<file path="src/rtl/aro_pkg.sv">
// package for the converter result and offset register bank
// assumes a 250 MHz ref_clk and a 32-bit APB register bus
package aro_pkg;
	// ----------------------------------------
	// register byte addresses
	// ----------------------------------------
	localparam logic [31:0] ADDR_PRI_RESULT = 32'hffff051c;
	localparam logic [31:0] ADDR_AUX_RESULT = 32'hffff0520;
	localparam logic [31:0] ADDR_PRI_OFFSET = 32'hffff0524;
	localparam logic [31:0] ADDR_CONV_STATUS = 32'hffff0540;
	localparam logic [31:0] ADDR_CONV_MODE = 32'hffff0544;
	localparam logic [31:0] ADDR_INT_STATUS = 32'hffff0548;
	localparam logic [31:0] ADDR_INT_MASK = 32'hffff054c;
	// ----------------------------------------
	// widths, fields and reset values
	// ----------------------------------------
	localparam int RES_W = 24;
	localparam int OFS_W = 16;
	localparam int INT_W = 3;
	localparam logic [RES_W-1:0] RESULT_RST = 24'h000000;
	localparam int STA_RDY0 = 0;
	localparam int STA_RDY1 = 1;
	localparam int STA_CAL = 2;
	localparam int MODE_EN = 0;
	localparam int MODE_LSB = 1;
	localparam logic [1:0] MODE_IDLE = 2'h0;
	localparam logic [1:0] MODE_CONT = 2'h1;
	localparam logic [1:0] MODE_OFS_CAL = 2'h2;
	localparam logic [1:0] MODE_RST = 2'h0;
	localparam int INT_RDY0 = 0;
	localparam int INT_RDY1 = 1;
	localparam int INT_CAL = 2;
	// ----------------------------------------
	// timing
	// ----------------------------------------
	localparam int CLK_PERIOD_NS = 4;
	localparam int IDLE_MIN_NS = 23000;
	localparam int IDLE_MIN_CYC = (IDLE_MIN_NS + CLK_PERIOD_NS - 1) / CLK_PERIOD_NS;
	localparam int IDLE_CNT_W = 13;
endpackage : aro_pkg

</file>
<file path="src/rtl/aro_reg_if.sv">
// register access strobes between the APB slave and the register core
// assumes one clock shared by both ends
`timescale 1ns/1ns
`default_nettype none
interface aro_reg_if;
	logic wr_stb;
	logic rd_stb;
	logic setup;
	logic [31:0] addr;
	logic [31:0] wdata;
	logic wr_dir;
	logic [31:0] rdata;
	logic err;
	modport slave (output wr_stb, rd_stb, setup, addr, wdata, wr_dir, input rdata, err);
	modport core (input wr_stb, rd_stb, setup, addr, wdata, wr_dir, output rdata, err);
endinterface : aro_reg_if
`default_nettype wire

</file>
<file path="src/rtl/aro_apb_slave.sv">
// APB slave front end: one wait-free access phase per transfer
// assumes the core answers rdata and err combinationally in the setup cycle
`timescale 1ns/1ns
`default_nettype none
module aro_apb_slave
	import aro_pkg::*;
(
	// clock and reset
	input wire logic ref_clk,
	input wire logic srst,
	// apb
	input wire logic [31:0] paddr,
	input wire logic psel,
	input wire logic penable,
	input wire logic pwrite,
	input wire logic [31:0] pwdata,
	output logic [31:0] prdata,
	output logic pready,
	output logic pslverr,
	// core side
	aro_reg_if.slave rif
);
	logic pready_reg, pready_next;
	logic pslverr_reg, pslverr_next;
	logic [31:0] prdata_reg, prdata_next;
	logic done;

	// ----------------------------------------
	// decode
	// ----------------------------------------
	assign done = psel && penable && pready_reg;
	assign rif.setup = psel && !penable;
	assign rif.addr = paddr;
	assign rif.wdata = pwdata;
	assign rif.wr_dir = pwrite;
	// a refused write never reaches the core
	assign rif.wr_stb = done && pwrite && !pslverr_reg;
	assign rif.rd_stb = done && !pwrite;

	always_comb begin
		pready_next = psel && !penable;
		prdata_next = prdata_reg;
		pslverr_next = pslverr_reg;
		if (srst) begin
			pready_next = 1'b0;
			prdata_next = 32'h00000000;
			pslverr_next = 1'b0;
		end else if (rif.setup) begin
			// decision frozen at setup so the answer cannot shift mid transfer
			prdata_next = pwrite ? 32'h00000000 : rif.rdata;
			pslverr_next = rif.err;
		end else if (done) begin
			pslverr_next = 1'b0;
		end
	end

	always_ff @(posedge ref_clk) begin
		pready_reg <= pready_next;
		prdata_reg <= prdata_next;
		pslverr_reg <= pslverr_next;
	end

	assign pready = pready_reg;
	assign prdata = prdata_reg;
	assign pslverr = pslverr_reg;
endmodule : aro_apb_slave
`default_nettype wire

</file>
<file path="src/rtl/aro_irq.sv">
// sticky event status, write-one-to-clear, with mask and level interrupt
// assumes event pulses and write strobes on ref_clk
`timescale 1ns/1ns
`default_nettype none
module aro_irq
	import aro_pkg::*;
#(
	parameter int W = INT_W
) (
	// clock and reset
	input wire logic ref_clk,
	input wire logic srst,
	// events and software access
	input wire logic [W-1:0] event_in,
	input wire logic clr_wr,
	input wire logic mask_wr,
	input wire logic [W-1:0] wdata,
	// state
	output logic [W-1:0] status,
	output logic [W-1:0] mask,
	output logic irq
);
	logic [W-1:0] status_reg, status_next;
	logic [W-1:0] mask_reg, mask_next;
	logic irq_reg, irq_next;

	always_comb begin
		status_next = status_reg;
		mask_next = mask_reg;
		if (clr_wr) begin
			status_next = status_next & ~wdata;
		end
		// set wins over a clear in the same cycle
		status_next = status_next | event_in;
		if (mask_wr) begin
			mask_next = wdata;
		end
		if (srst) begin
			status_next = '0;
			mask_next = '0;
		end
		irq_next = |(status_next & mask_next);
	end

	always_ff @(posedge ref_clk) begin
		status_reg <= status_next;
		mask_reg <= mask_next;
		irq_reg <= irq_next;
	end

	assign status = status_reg;
	assign mask = mask_reg;
	assign irq = irq_reg;
endmodule : aro_irq
`default_nettype wire

</file>
<file path="src/rtl/aro_regs.sv">
// converter result and primary offset register bank, APB slave
// assumes converter results, calibration value and factory offset on ref_clk
//
// Notes on behaviour
// - primary result read-only, 24 bits, resets zero
// - primary result held while primary ready set
// - reading primary result clears both ready flags
// - auxiliary result read-only, 24 bits, resets zero
// - auxiliary result held while auxiliary ready set
// - primary offset coefficient readable and writable, 16 bits
// - offset loads factory value at reset
// - offset calibration replaces offset with measured value
//
// The APB register port is this design's own decision.
`timescale 1ns/1ns
`default_nettype none
module aro_regs
	import aro_pkg::*;
#(
	parameter int IDLE_CYCLES = IDLE_MIN_CYC
) (
	// clock and reset
	input wire logic ref_clk,
	input wire logic srst,
	// apb
	input wire logic [31:0] paddr,
	input wire logic psel,
	input wire logic penable,
	input wire logic pwrite,
	input wire logic [31:0] pwdata,
	output logic [31:0] prdata,
	output logic pready,
	output logic pslverr,
	// converter results
	input wire logic conv0_valid,
	input wire logic [RES_W-1:0] conv0_data,
	input wire logic conv1_valid,
	input wire logic [RES_W-1:0] conv1_data,
	// calibration and factory value
	input wire logic cal_done,
	input wire logic [OFS_W-1:0] cal_value,
	input wire logic [OFS_W-1:0] factory_offset,
	// converter control
	output logic conv0_enable,
	output logic [1:0] conv0_mode,
	output logic cal_start,
	output logic [OFS_W-1:0] conv0_offset,
	// interrupt
	output logic irq
);
	aro_reg_if rif ();

	logic [RES_W-1:0] res0_reg, res0_next;
	logic [RES_W-1:0] res1_reg, res1_next;
	logic rdy0_reg, rdy0_next;
	logic rdy1_reg, rdy1_next;
	logic [OFS_W-1:0] ofs_reg, ofs_next;
	logic en_reg, en_next;
	logic [1:0] mode_reg, mode_next;
	logic cal_busy_reg, cal_busy_next;
	logic cal_start_reg, cal_start_next;
	logic [IDLE_CNT_W-1:0] idle_cnt_reg, idle_cnt_next;
	logic hold_pri;
	logic load0, load1;
	logic rd_pri;
	logic ofs_wr_ok;
	logic idle_long;
	logic [INT_W-1:0] int_events;
	logic [INT_W-1:0] int_status, int_mask;

	// ----------------------------------------
	// bus front end
	// ----------------------------------------
	aro_apb_slave u_apb (
		.ref_clk(ref_clk),
		.srst(srst),
		.paddr(paddr),
		.psel(psel),
		.penable(penable),
		.pwrite(pwrite),
		.pwdata(pwdata),
		.prdata(prdata),
		.pready(pready),
		.pslverr(pslverr),
		.rif(rif)
	);

	// ----------------------------------------
	// result capture
	// ----------------------------------------
	// a pending read of the primary result freezes loading, so a sample
	// cannot land after read data is latched and then be cleared unread
	assign hold_pri = psel && !pwrite && (paddr == ADDR_PRI_RESULT);
	assign rd_pri = rif.rd_stb && (rif.addr == ADDR_PRI_RESULT);
	assign load0 = conv0_valid && !rdy0_reg && !hold_pri;
	assign load1 = conv1_valid && !rdy1_reg && !hold_pri;

	always_comb begin
		res0_next = res0_reg;
		res1_next = res1_reg;
		rdy0_next = rdy0_reg;
		rdy1_next = rdy1_reg;
		if (rd_pri) begin
			rdy0_next = 1'b0;
			rdy1_next = 1'b0;
		end
		// result registers have no write path at all
		if (load0) begin
			res0_next = conv0_data;
			rdy0_next = 1'b1;
		end
		if (load1) begin
			res1_next = conv1_data;
			rdy1_next = 1'b1;
		end
		if (srst) begin
			res0_next = RESULT_RST;
			res1_next = RESULT_RST;
			rdy0_next = 1'b0;
			rdy1_next = 1'b0;
		end
	end

	always_ff @(posedge ref_clk) begin
		res0_reg <= res0_next;
		res1_reg <= res1_next;
		rdy0_reg <= rdy0_next;
		rdy1_reg <= rdy1_next;
	end

	// ----------------------------------------
	// mode, calibration and offset
	// ----------------------------------------
	assign idle_long = (idle_cnt_reg >= IDLE_CNT_W'(IDLE_CYCLES));
	// coefficient writes outside an enabled, settled idle are refused
	assign ofs_wr_ok = en_reg && (mode_reg == MODE_IDLE) && idle_long;

	always_comb begin
		ofs_next = ofs_reg;
		en_next = en_reg;
		mode_next = mode_reg;
		cal_busy_next = cal_busy_reg;
		cal_start_next = 1'b0;
		idle_cnt_next = idle_cnt_reg;
		if (en_reg && (mode_reg == MODE_IDLE)) begin
			if (!idle_long) begin
				idle_cnt_next = idle_cnt_reg + IDLE_CNT_W'(1);
			end
		end else begin
			idle_cnt_next = '0;
		end
		if (rif.wr_stb && (rif.addr == ADDR_CONV_MODE)) begin
			en_next = rif.wdata[MODE_EN];
			mode_next = rif.wdata[MODE_LSB+1:MODE_LSB];
			idle_cnt_next = '0;
			if (rif.wdata[MODE_EN] && (rif.wdata[MODE_LSB+1:MODE_LSB] == MODE_OFS_CAL)) begin
				cal_busy_next = 1'b1;
				cal_start_next = 1'b1;
			end else begin
				cal_busy_next = 1'b0;
			end
		end
		if (rif.wr_stb && (rif.addr == ADDR_PRI_OFFSET)) begin
			ofs_next = rif.wdata[OFS_W-1:0];
		end
		if (cal_done && cal_busy_reg) begin
			ofs_next = cal_value;
			cal_busy_next = 1'b0;
			mode_next = MODE_IDLE;
		end
		if (srst) begin
			ofs_next = factory_offset;
			en_next = 1'b0;
			mode_next = MODE_RST;
			cal_busy_next = 1'b0;
			cal_start_next = 1'b0;
			idle_cnt_next = '0;
		end
	end

	always_ff @(posedge ref_clk) begin
		ofs_reg <= ofs_next;
		en_reg <= en_next;
		mode_reg <= mode_next;
		cal_busy_reg <= cal_busy_next;
		cal_start_reg <= cal_start_next;
		idle_cnt_reg <= idle_cnt_next;
	end

	assign conv0_enable = en_reg;
	assign conv0_mode = mode_reg;
	assign cal_start = cal_start_reg;
	assign conv0_offset = ofs_reg;

	// ----------------------------------------
	// interrupts
	// ----------------------------------------
	always_comb begin
		int_events = '0;
		int_events[INT_RDY0] = load0;
		int_events[INT_RDY1] = load1;
		int_events[INT_CAL] = cal_done && cal_busy_reg;
	end

	aro_irq #(
		.W(INT_W)
	) u_irq (
		.ref_clk(ref_clk),
		.srst(srst),
		.event_in(int_events),
		.clr_wr(rif.wr_stb && (rif.addr == ADDR_INT_STATUS)),
		.mask_wr(rif.wr_stb && (rif.addr == ADDR_INT_MASK)),
		.wdata(rif.wdata[INT_W-1:0]),
		.status(int_status),
		.mask(int_mask),
		.irq(irq)
	);

	// ----------------------------------------
	// read mux and error decode
	// ----------------------------------------
	always_comb begin
		rif.rdata = 32'h00000000;
		rif.err = 1'b0;
		case (rif.addr)
			ADDR_PRI_RESULT: rif.rdata = {8'h00, res0_reg};
			ADDR_AUX_RESULT: rif.rdata = {8'h00, res1_reg};
			ADDR_PRI_OFFSET: begin
				rif.rdata = {16'h0000, ofs_reg};
				rif.err = rif.wr_dir && !ofs_wr_ok;
			end
			ADDR_CONV_STATUS: begin
				rif.rdata[STA_RDY0] = rdy0_reg;
				rif.rdata[STA_RDY1] = rdy1_reg;
				rif.rdata[STA_CAL] = cal_busy_reg;
			end
			ADDR_CONV_MODE: begin
				rif.rdata[MODE_EN] = en_reg;
				rif.rdata[MODE_LSB+1:MODE_LSB] = mode_reg;
			end
			ADDR_INT_STATUS: rif.rdata[INT_W-1:0] = int_status;
			ADDR_INT_MASK: rif.rdata[INT_W-1:0] = int_mask;
			default: rif.err = 1'b1;
		endcase
	end

	// ----------------------------------------
	// checks
	// ----------------------------------------
	AST_RES0_HOLD: assert property (@(posedge ref_clk) disable iff (srst)
		rdy0_reg && !rd_pri |=> $stable(res0_reg))
		else $error("primary result changed while ready set");

	AST_RES1_HOLD: assert property (@(posedge ref_clk) disable iff (srst)
		rdy1_reg && !rd_pri |=> $stable(res1_reg))
		else $error("auxiliary result changed while ready set");

	AST_READ_CLEARS: assert property (@(posedge ref_clk) disable iff (srst)
		rd_pri && !conv1_valid |=> !rdy0_reg && !rdy1_reg)
		else $error("primary read did not clear ready flags");

	AST_LOAD0: assert property (@(posedge ref_clk) disable iff (srst)
		conv0_valid && !rdy0_reg && !hold_pri
		|=> rdy0_reg && (res0_reg == $past(conv0_data)))
		else $error("primary result not captured");

	AST_LOAD1: assert property (@(posedge ref_clk) disable iff (srst)
		conv1_valid && !rdy1_reg && !hold_pri
		|=> rdy1_reg && (res1_reg == $past(conv1_data)))
		else $error("auxiliary result not captured");

	AST_RO_IGNORED: assert property (@(posedge ref_clk) disable iff (srst)
		rif.wr_stb && ((rif.addr == ADDR_PRI_RESULT) || (rif.addr == ADDR_AUX_RESULT))
		&& !conv0_valid && !conv1_valid
		|=> $stable(res0_reg) && $stable(res1_reg) && $stable(rdy0_reg))
		else $error("write to result register had an effect");

	AST_CAL_LOAD: assert property (@(posedge ref_clk) disable iff (srst)
		cal_done && cal_busy_reg |=> (ofs_reg == $past(cal_value)) && (mode_reg == MODE_IDLE))
		else $error("calibration value not loaded");

	AST_FACTORY: assert property (@(posedge ref_clk) disable iff (srst)
		$fell(srst) |-> (ofs_reg == $past(factory_offset)))
		else $error("offset not loaded from factory value");

	AST_OFS_GATE: assert property (@(posedge ref_clk) disable iff (srst)
		psel && penable && pready && pwrite && (paddr == ADDR_PRI_OFFSET) && pslverr
		&& !cal_done |=> $stable(ofs_reg))
		else $error("refused offset write changed the coefficient");

	AST_OFS_WRITE: assert property (@(posedge ref_clk) disable iff (srst)
		psel && penable && pready && pwrite && (paddr == ADDR_PRI_OFFSET) && !pslverr
		&& !(cal_done && cal_busy_reg) |=> (ofs_reg == $past(pwdata[OFS_W-1:0])))
		else $error("accepted offset write not stored");

	AST_IDLE_TIME: assert property (@(posedge ref_clk) disable iff (srst)
		psel && penable && pready && pwrite && (paddr == ADDR_PRI_OFFSET) && !pslverr
		|-> conv0_enable && (conv0_mode == MODE_IDLE)
		&& (idle_cnt_reg >= IDLE_CNT_W'(IDLE_CYCLES)))
		else $error("offset write accepted before idle time elapsed");
endmodule : aro_regs
`default_nettype wire

</file>
<file path="config.mk">
export PLATFORM = sky130hd
export DESIGN_NAME = aro_regs
export DESIGN_NICKNAME = d
export VERILOG_FILES = /design/src/rtl/aro_pkg.sv /design/src/rtl/aro_reg_if.sv /design/src/rtl/aro_apb_slave.sv /design/src/rtl/aro_irq.sv /design/src/rtl/aro_regs.sv
export SDC_FILE = /design/constraint.sdc
export NUM_CORES = 1
export LEC_CHECK = 0
export ABC_AREA = 1
export BUFFER_PORTS_ARGS = -buffer_cell sky130_fd_sc_hd__clkbuf_2
export CORE_MARGIN = 2
export CORE_UTILIZATION = 50
export DETAILED_ROUTE_END_ITERATION = 8
export PLACE_DENSITY_LB_ADDON = 0.12
export SYNTH_ARGS = -nofsm -noshare
export SYNTH_HDL_FRONTEND = slang
export SYNTH_SLANG_ARGS = --single-unit
</file>
<file path="constraint.sdc">
create_clock -name ref_clk -period 2.9 [get_ports ref_clk]
set_clock_uncertainty 0.2 [all_clocks]
set_input_delay 0.29 -clock ref_clk [delete_from_list [all_inputs] [get_ports ref_clk]]
set_output_delay 0.29 -clock ref_clk [all_outputs]
set_load 0.005 [all_outputs]
</file>
==> results of run 1 <==
## area by class of cell
type | count | area, sq um
sequential | 117 | 2500
tap | 143 | 179
clock inverter | 7 | 140
clock buffer | 25 | 517
multi-input combinational | 603 | 2760
inverter | 53 | 201
timing repair buffer | 248 | 1530
fill | 1018 | 3440
## timing repair
action / 4_1_cts / 5_1_grt
hold endpoints to repair: 51 / 0
buffers inserted: 0 / 0
hold buffers: 51 / 0
## tightest hold or removal path: cells and delay by family
| kind | cells | cell delay, ns |
|---|---|---|
| compound gates | 1 | 0.11 |
| buf+inv | 1 | 0.08 |
| simple gates | 1 | 0.09 |
## cells by family after synthesis
kind of cell | synth area share
other cells | 0.000657
flops | 0.438
simple gates | 0.340
xor+xnor | 0.00767
buf+inv | 0.0837
fa+ha+maj | 0.00438
compound gates | 0.125
## per-layer routing
metal	routed length [microns]	GRT usage	up-vias
met4	149	0.0717	0
met5	0	0	-
met3	1220	0.0640	11
met2	7890	0.472	239
li1	-	-	3086
met1	7380	0.366	2702
## how the worst min path moves through the flow
stage,startpoint,end,slack (ns),depth (start not counted)
2_1_floorplan,res0_reg[23],res0_reg[23],0.23,2
3_3_place_gp,res0_reg[23],res0_reg[23],0.24,2
3_5_place_dp,res1_reg[23],res1_reg[23],0.25,2
4_1_cts,conv1_data[18],res1_reg[18],0.003,3
5_1_grt,cal_value[11],conv0_offset[11],0.02,3
6_report,conv1_data[18],res1_reg[18],0.005,3
## synth_stat cells, drive strengths merged
cell    number  share of area
nand2      208           0.14
nor2       155           0.12
dfxtp      101           0.35
nand3       69          0.063
o21ai       61          0.053
a21oi       53          0.046
inv         50          0.033
buf         30          0.037
clkbuf      18          0.012
edfxtp      16          0.084
a31oi       15          0.016
nor3        10         0.0096
nand4        5         0.0066
xor2         4         0.0061
clkinv       3         0.0020
o211ai       3         0.0039
ha           2         0.0044
nor3b        2         0.0026
nor4         2         0.0022
o21a         2         0.0026
a211oi       1         0.0013
and3         1         0.0011
conb         1        0.00066
o22ai        1         0.0011
xnor2        1         0.0015
## power by group through the flow
stage	Combinational (mW)	Sequential (mW)	Clock [mW]
6_report	0.419	1.78	2.32
5_1_grt	0.468	1.79	2.41
4_1_cts	0.416	1.78	2.33
3_5_place_dp	0.360	1.81	0
3_3_place_gp	0.357	1.81	0
2_1_floorplan	0.205	1.80	0
==> run metrics, run 1 <==
hpwl dp ~11000 microns; Hold Worst Slack around 0.0050 ns; Num CTS Buffers 17; Crit path depth 9; Int Pwr 3.51 mW; post-synthesis cell count 814; Hold Vio Cnt, Final 0; vias after detailed routing slightly above 6000; Power Density 576 mW/mm^2; Synth Area per Inst 7.02 sq um; Yosys warning count 0; Final ANT Viol Nets 0; largest net degree at the start of global routing 36; Die Y approximately 110 microns; final instance area 0.00783 sq mm; Final Cycle Share 0.738; Max IR drop VDD ~0.52 mV; final worst setup slack around 0.76 ns; vias per std cell roughly 5.0; Clock Tree Buf Depth 2; Setup crit end idle_cnt_reg[6]; Req. time, crit path between 2 and 3 ns; Worst-Margin Slew ~0.76 ns; Clk pwr share 0.513; n_diodes 0; RR Startpoint idle_cnt_reg[0]; reg2reg setup slack between 0.7 and 0.8 ns; Logic pwr share 0.093; Post-DP Area around 0.0067 sq mm; Yosys reg bits around 120; vias in the first global route a little under 6000; Post-Route WL between 15000 and 20000 microns; H-tree depth 4; R2R depth 9; global-route wire length before repair between 20000 and 30000 microns; CP max-delay cell dfxtp_1; die area 0.0123 sq mm; Bufs and invs on worst path 2; Cell Rows 39; crit-path cells inv_1, ha_1, and3_1, nand4_1, nand3_1, clkinv_1, nand3_1, o21ai_0, a21oi_1; relative slew slack 0.496; placed cell count 1113; Max-Cap Viols 0; CP arrival roughly 2.2 ns; Leak Pwr 3.51 nW; RePlAce Congestion a little over 0.9; Sw Pwr approximately 1 mW; area grow syn2layout 37.1%; crit path kind flip-flop to flip-flop; fin cells ~1200; Synth cell types 37; Worst Hold Class input pin to flip-flop; CTS resizes 0; drc violations 0; Wirelength per Cell between 10 and 15 microns; # setup viols final 0; router iterations before antenna repair 5; sw frac 0.222; Die Width roughly 110 microns; fmax roughly 470 MHz; ratio of cells with drive above 1 in the final layout 0.258; initial antenna violation count 0; fin. max-slew vios 0; most frequent cells in the layout 203 x nand2_1, 182 x clkbuf_2, 126 x nor2_1; unrepaired setup endpoints after global routing false; Crit Reg-Reg Endpoint idle_cnt_reg[6]; I/O Buffers between 150 and 200; clk root buf clkbuf_16; post-route setup TNS 0 ns; Initial Util 0.507; Worst-Skew Late Latency just over 0.4 ns; leading cell type in the layout, fill and taps excluded nand2_1; IO Count roughly 210; Remaining Overflow, GRT 0; largest fanout on the critical path 10; Startpoint Class flip-flop; Cell Area, Synth about 0.0057 sq mm; Tmin final between 2 and 2.5 ns; Seq/Total Area, Yosys 0.438; initial DRC count roughly 550; status complete, no violations; Final Power between 4 and 5 mW; CTS tree yes; Setup crit end kind flip-flop; register share of total power 0.394; crit path launch idle_cnt_reg[0]; fin util 0.695; core area around 0.011 sq mm; Total Nets Final 1194; pre-CTS setup slack about 0.46 ns; cell mode on critical path nand3_1; overall global routing resource usage 0.280; Worst-path clk slew 0.05 ns; Slowest Stage Delay on Critical Path approximately 0.4 ns; delay-heaviest family, CP simple AND/OR/NAND/NOR gates; CTS sink count 117
Power figures use the tool's default switching activity.
==> run 2, diff against run 1 <==
Clock period 2.9 ns to 2.25 ns, I/O delays scaled along.
==> run metrics, run 2 (synthesized netlist as in run 1, its figures left out) <==
status complete, no violations; fin cells 1233 (+3.1%); post-route setup TNS 0 ns (unchanged); crit path kind flip-flop to flip-flop; n_diodes 0 (unchanged); initial antenna violation count 0 (unchanged); placed cell count 1117 (+0.36%); overall global routing resource usage 0.286 (+0.00548); fin util 0.718 (+0.0236); Max IR drop VDD 0.648 mV (+24%); area grow syn2layout 41.8%; largest fanout on the critical path 17 (+7); clk root buf clkbuf_16; Remaining Overflow, GRT 0 (unchanged); relative slew slack 0.565 (+0.0699); core area 0.0113 sq mm (unchanged); Setup crit end kind flip-flop; Req. time, crit path 2.21 ns (-0.78 ns); Cell Rows 39 (unchanged); H-tree depth 4 (unchanged); most frequent cells in the layout 203 x nand2_1, 182 x clkbuf_2, 126 x nor2_1; final worst setup slack 0.153 ns (-0.606 ns); fin. max-slew vios 0 (unchanged); Initial Util 0.507 (unchanged); Tmin final 2.10 ns (-0.0440 ns); Max-Cap Viols 0 (unchanged); Clock Tree Buf Depth 2 (unchanged); CTS tree yes; Final Power 5.34 mW (+18%); IO Count 207 (unchanged); drc violations 0 (unchanged); final instance area 0.00810 sq mm (+3.4%); Leak Pwr 3.62 nW (+3.3%); router iterations before antenna repair 5 (unchanged); vias per std cell 5.11 (+1.2%); Hold Vio Cnt, Final 0 (unchanged); # Post-CTS Setup Buffers 0 (unchanged); global-route wire length before repair 28400 microns (+1.4%); Worst-Margin Slew 0.651 ns (-0.105 ns); Power Density 660 mW/mm^2 (+14%); Worst Hold Class input pin to flip-flop; Total Nets Final 1231 (+3.1%); ratio of cells with drive above 1 in the final layout 0.250 (-0.00877); die area 0.0123 sq mm (unchanged); unrepaired setup endpoints after global routing false; Die Width 111 microns (unchanged); Hold Worst Slack 0.0117 ns (+0.00679 ns); Final Cycle Share 0.932 (+0.194); Startpoint Class flip-flop; Die Y 111 microns (unchanged); Wirelength per Cell 13.9 microns (-0.16%); fmax 477 MHz (+2.1%); # fillers 906 (-11%); RePlAce Congestion 0.893 (-2.9%); hpwl dp 11400 microns (+0.89%); Worst-Skew Late Latency 0.41 ns (about the same); CP arrival 2.06 ns (-0.17 ns); pre-CTS setup slack 0.152 ns (-0.306 ns); I/O Buffers 182 (unchanged); largest net degree at the start of global routing 61 (+69%); hold-fix buffers at CTS 84 (+65%); CTS sink count 117 (unchanged); Post-Route WL 17100 microns (+2.9%); leading cell type in the layout, fill and taps excluded nand2_1; Num CTS Buffers 17 (unchanged); CTS resizes 0 (unchanged); Final ANT Viol Nets 0 (unchanged); Post-DP Area 0.00672 sq mm (+0.83%); vias in the first global route 6076 (+3.5%); initial DRC count 607 (+11%); vias after detailed routing 6301 (+4.4%); Worst-path clk slew 0.05 ns (about the same); # setup viols final 0 (unchanged)
[run 2: cell count changes in the layout (fill, tap and decap cells not counted), sizes merged]
cell,delta
dlygate4sd3,+33
buf,+4
bufinv,-4
clkbuf,+4
clkinv,+1
clkinvlp,-1
[run 2: layout make-up]
class	instances	area, sq um	area share
clock buffers	29	520	0.0643
clock inverters	3	17.5	0.00216
well taps	143	179	0.0221
repair buffers	285	1920	0.237
flip-flops and latches	117	2500	0.309
inverters	53	201	0.0249
multi-input cells	603	2760	0.340
[run 2: routing by layer]
| metal | routed length, microns | vias to the layer above | track usage |
|---|---|---|---|
| li1 | - | 3158 | - |
| met1 | 7320 | 2843 | 0.356 |
| met2 | 8190 | 267 | 0.490 |
| met3 | 1280 | 33 | 0.0662 |
| met4 | 333 | 0 | 0.0942 |
| met5 | 0 | - | 0 |
[run 2: critical path, stage by stage, from the launching register on]
cell	delay (ns)
dfxtp_1	0.37
nand2_1	0.09
clkinv_1	0.07
buf_4	0.21
nor2_1	0.07
a21oi_1	0.12
o21ai_0	0.11
dlygate4sd3_1	0.60
[run 2: path summary, 6_finish.rpt]
check	startpoint	endpoint	slack [ns]	depth (start not counted)
worst min-delay path	factory_offset[11]	conv0_offset[11]	0.01	3
worst min register to register	res0_reg[23]	res0_reg[23]	0.25	2
worst max-delay path	cal_busy_reg	conv0_offset[2]	0.15	7
worst max register to register	cal_busy_reg	conv0_offset[2]	0.15	7
[run 2: power breakdown]
part / leakage, nW / switching [mW] / internal (mW)
clock: 0.262 / 0.891 / 1.55
sequential: 0.983 / 0.0633 / 2.23
combinational: 2.38 / 0.300 / 0.307
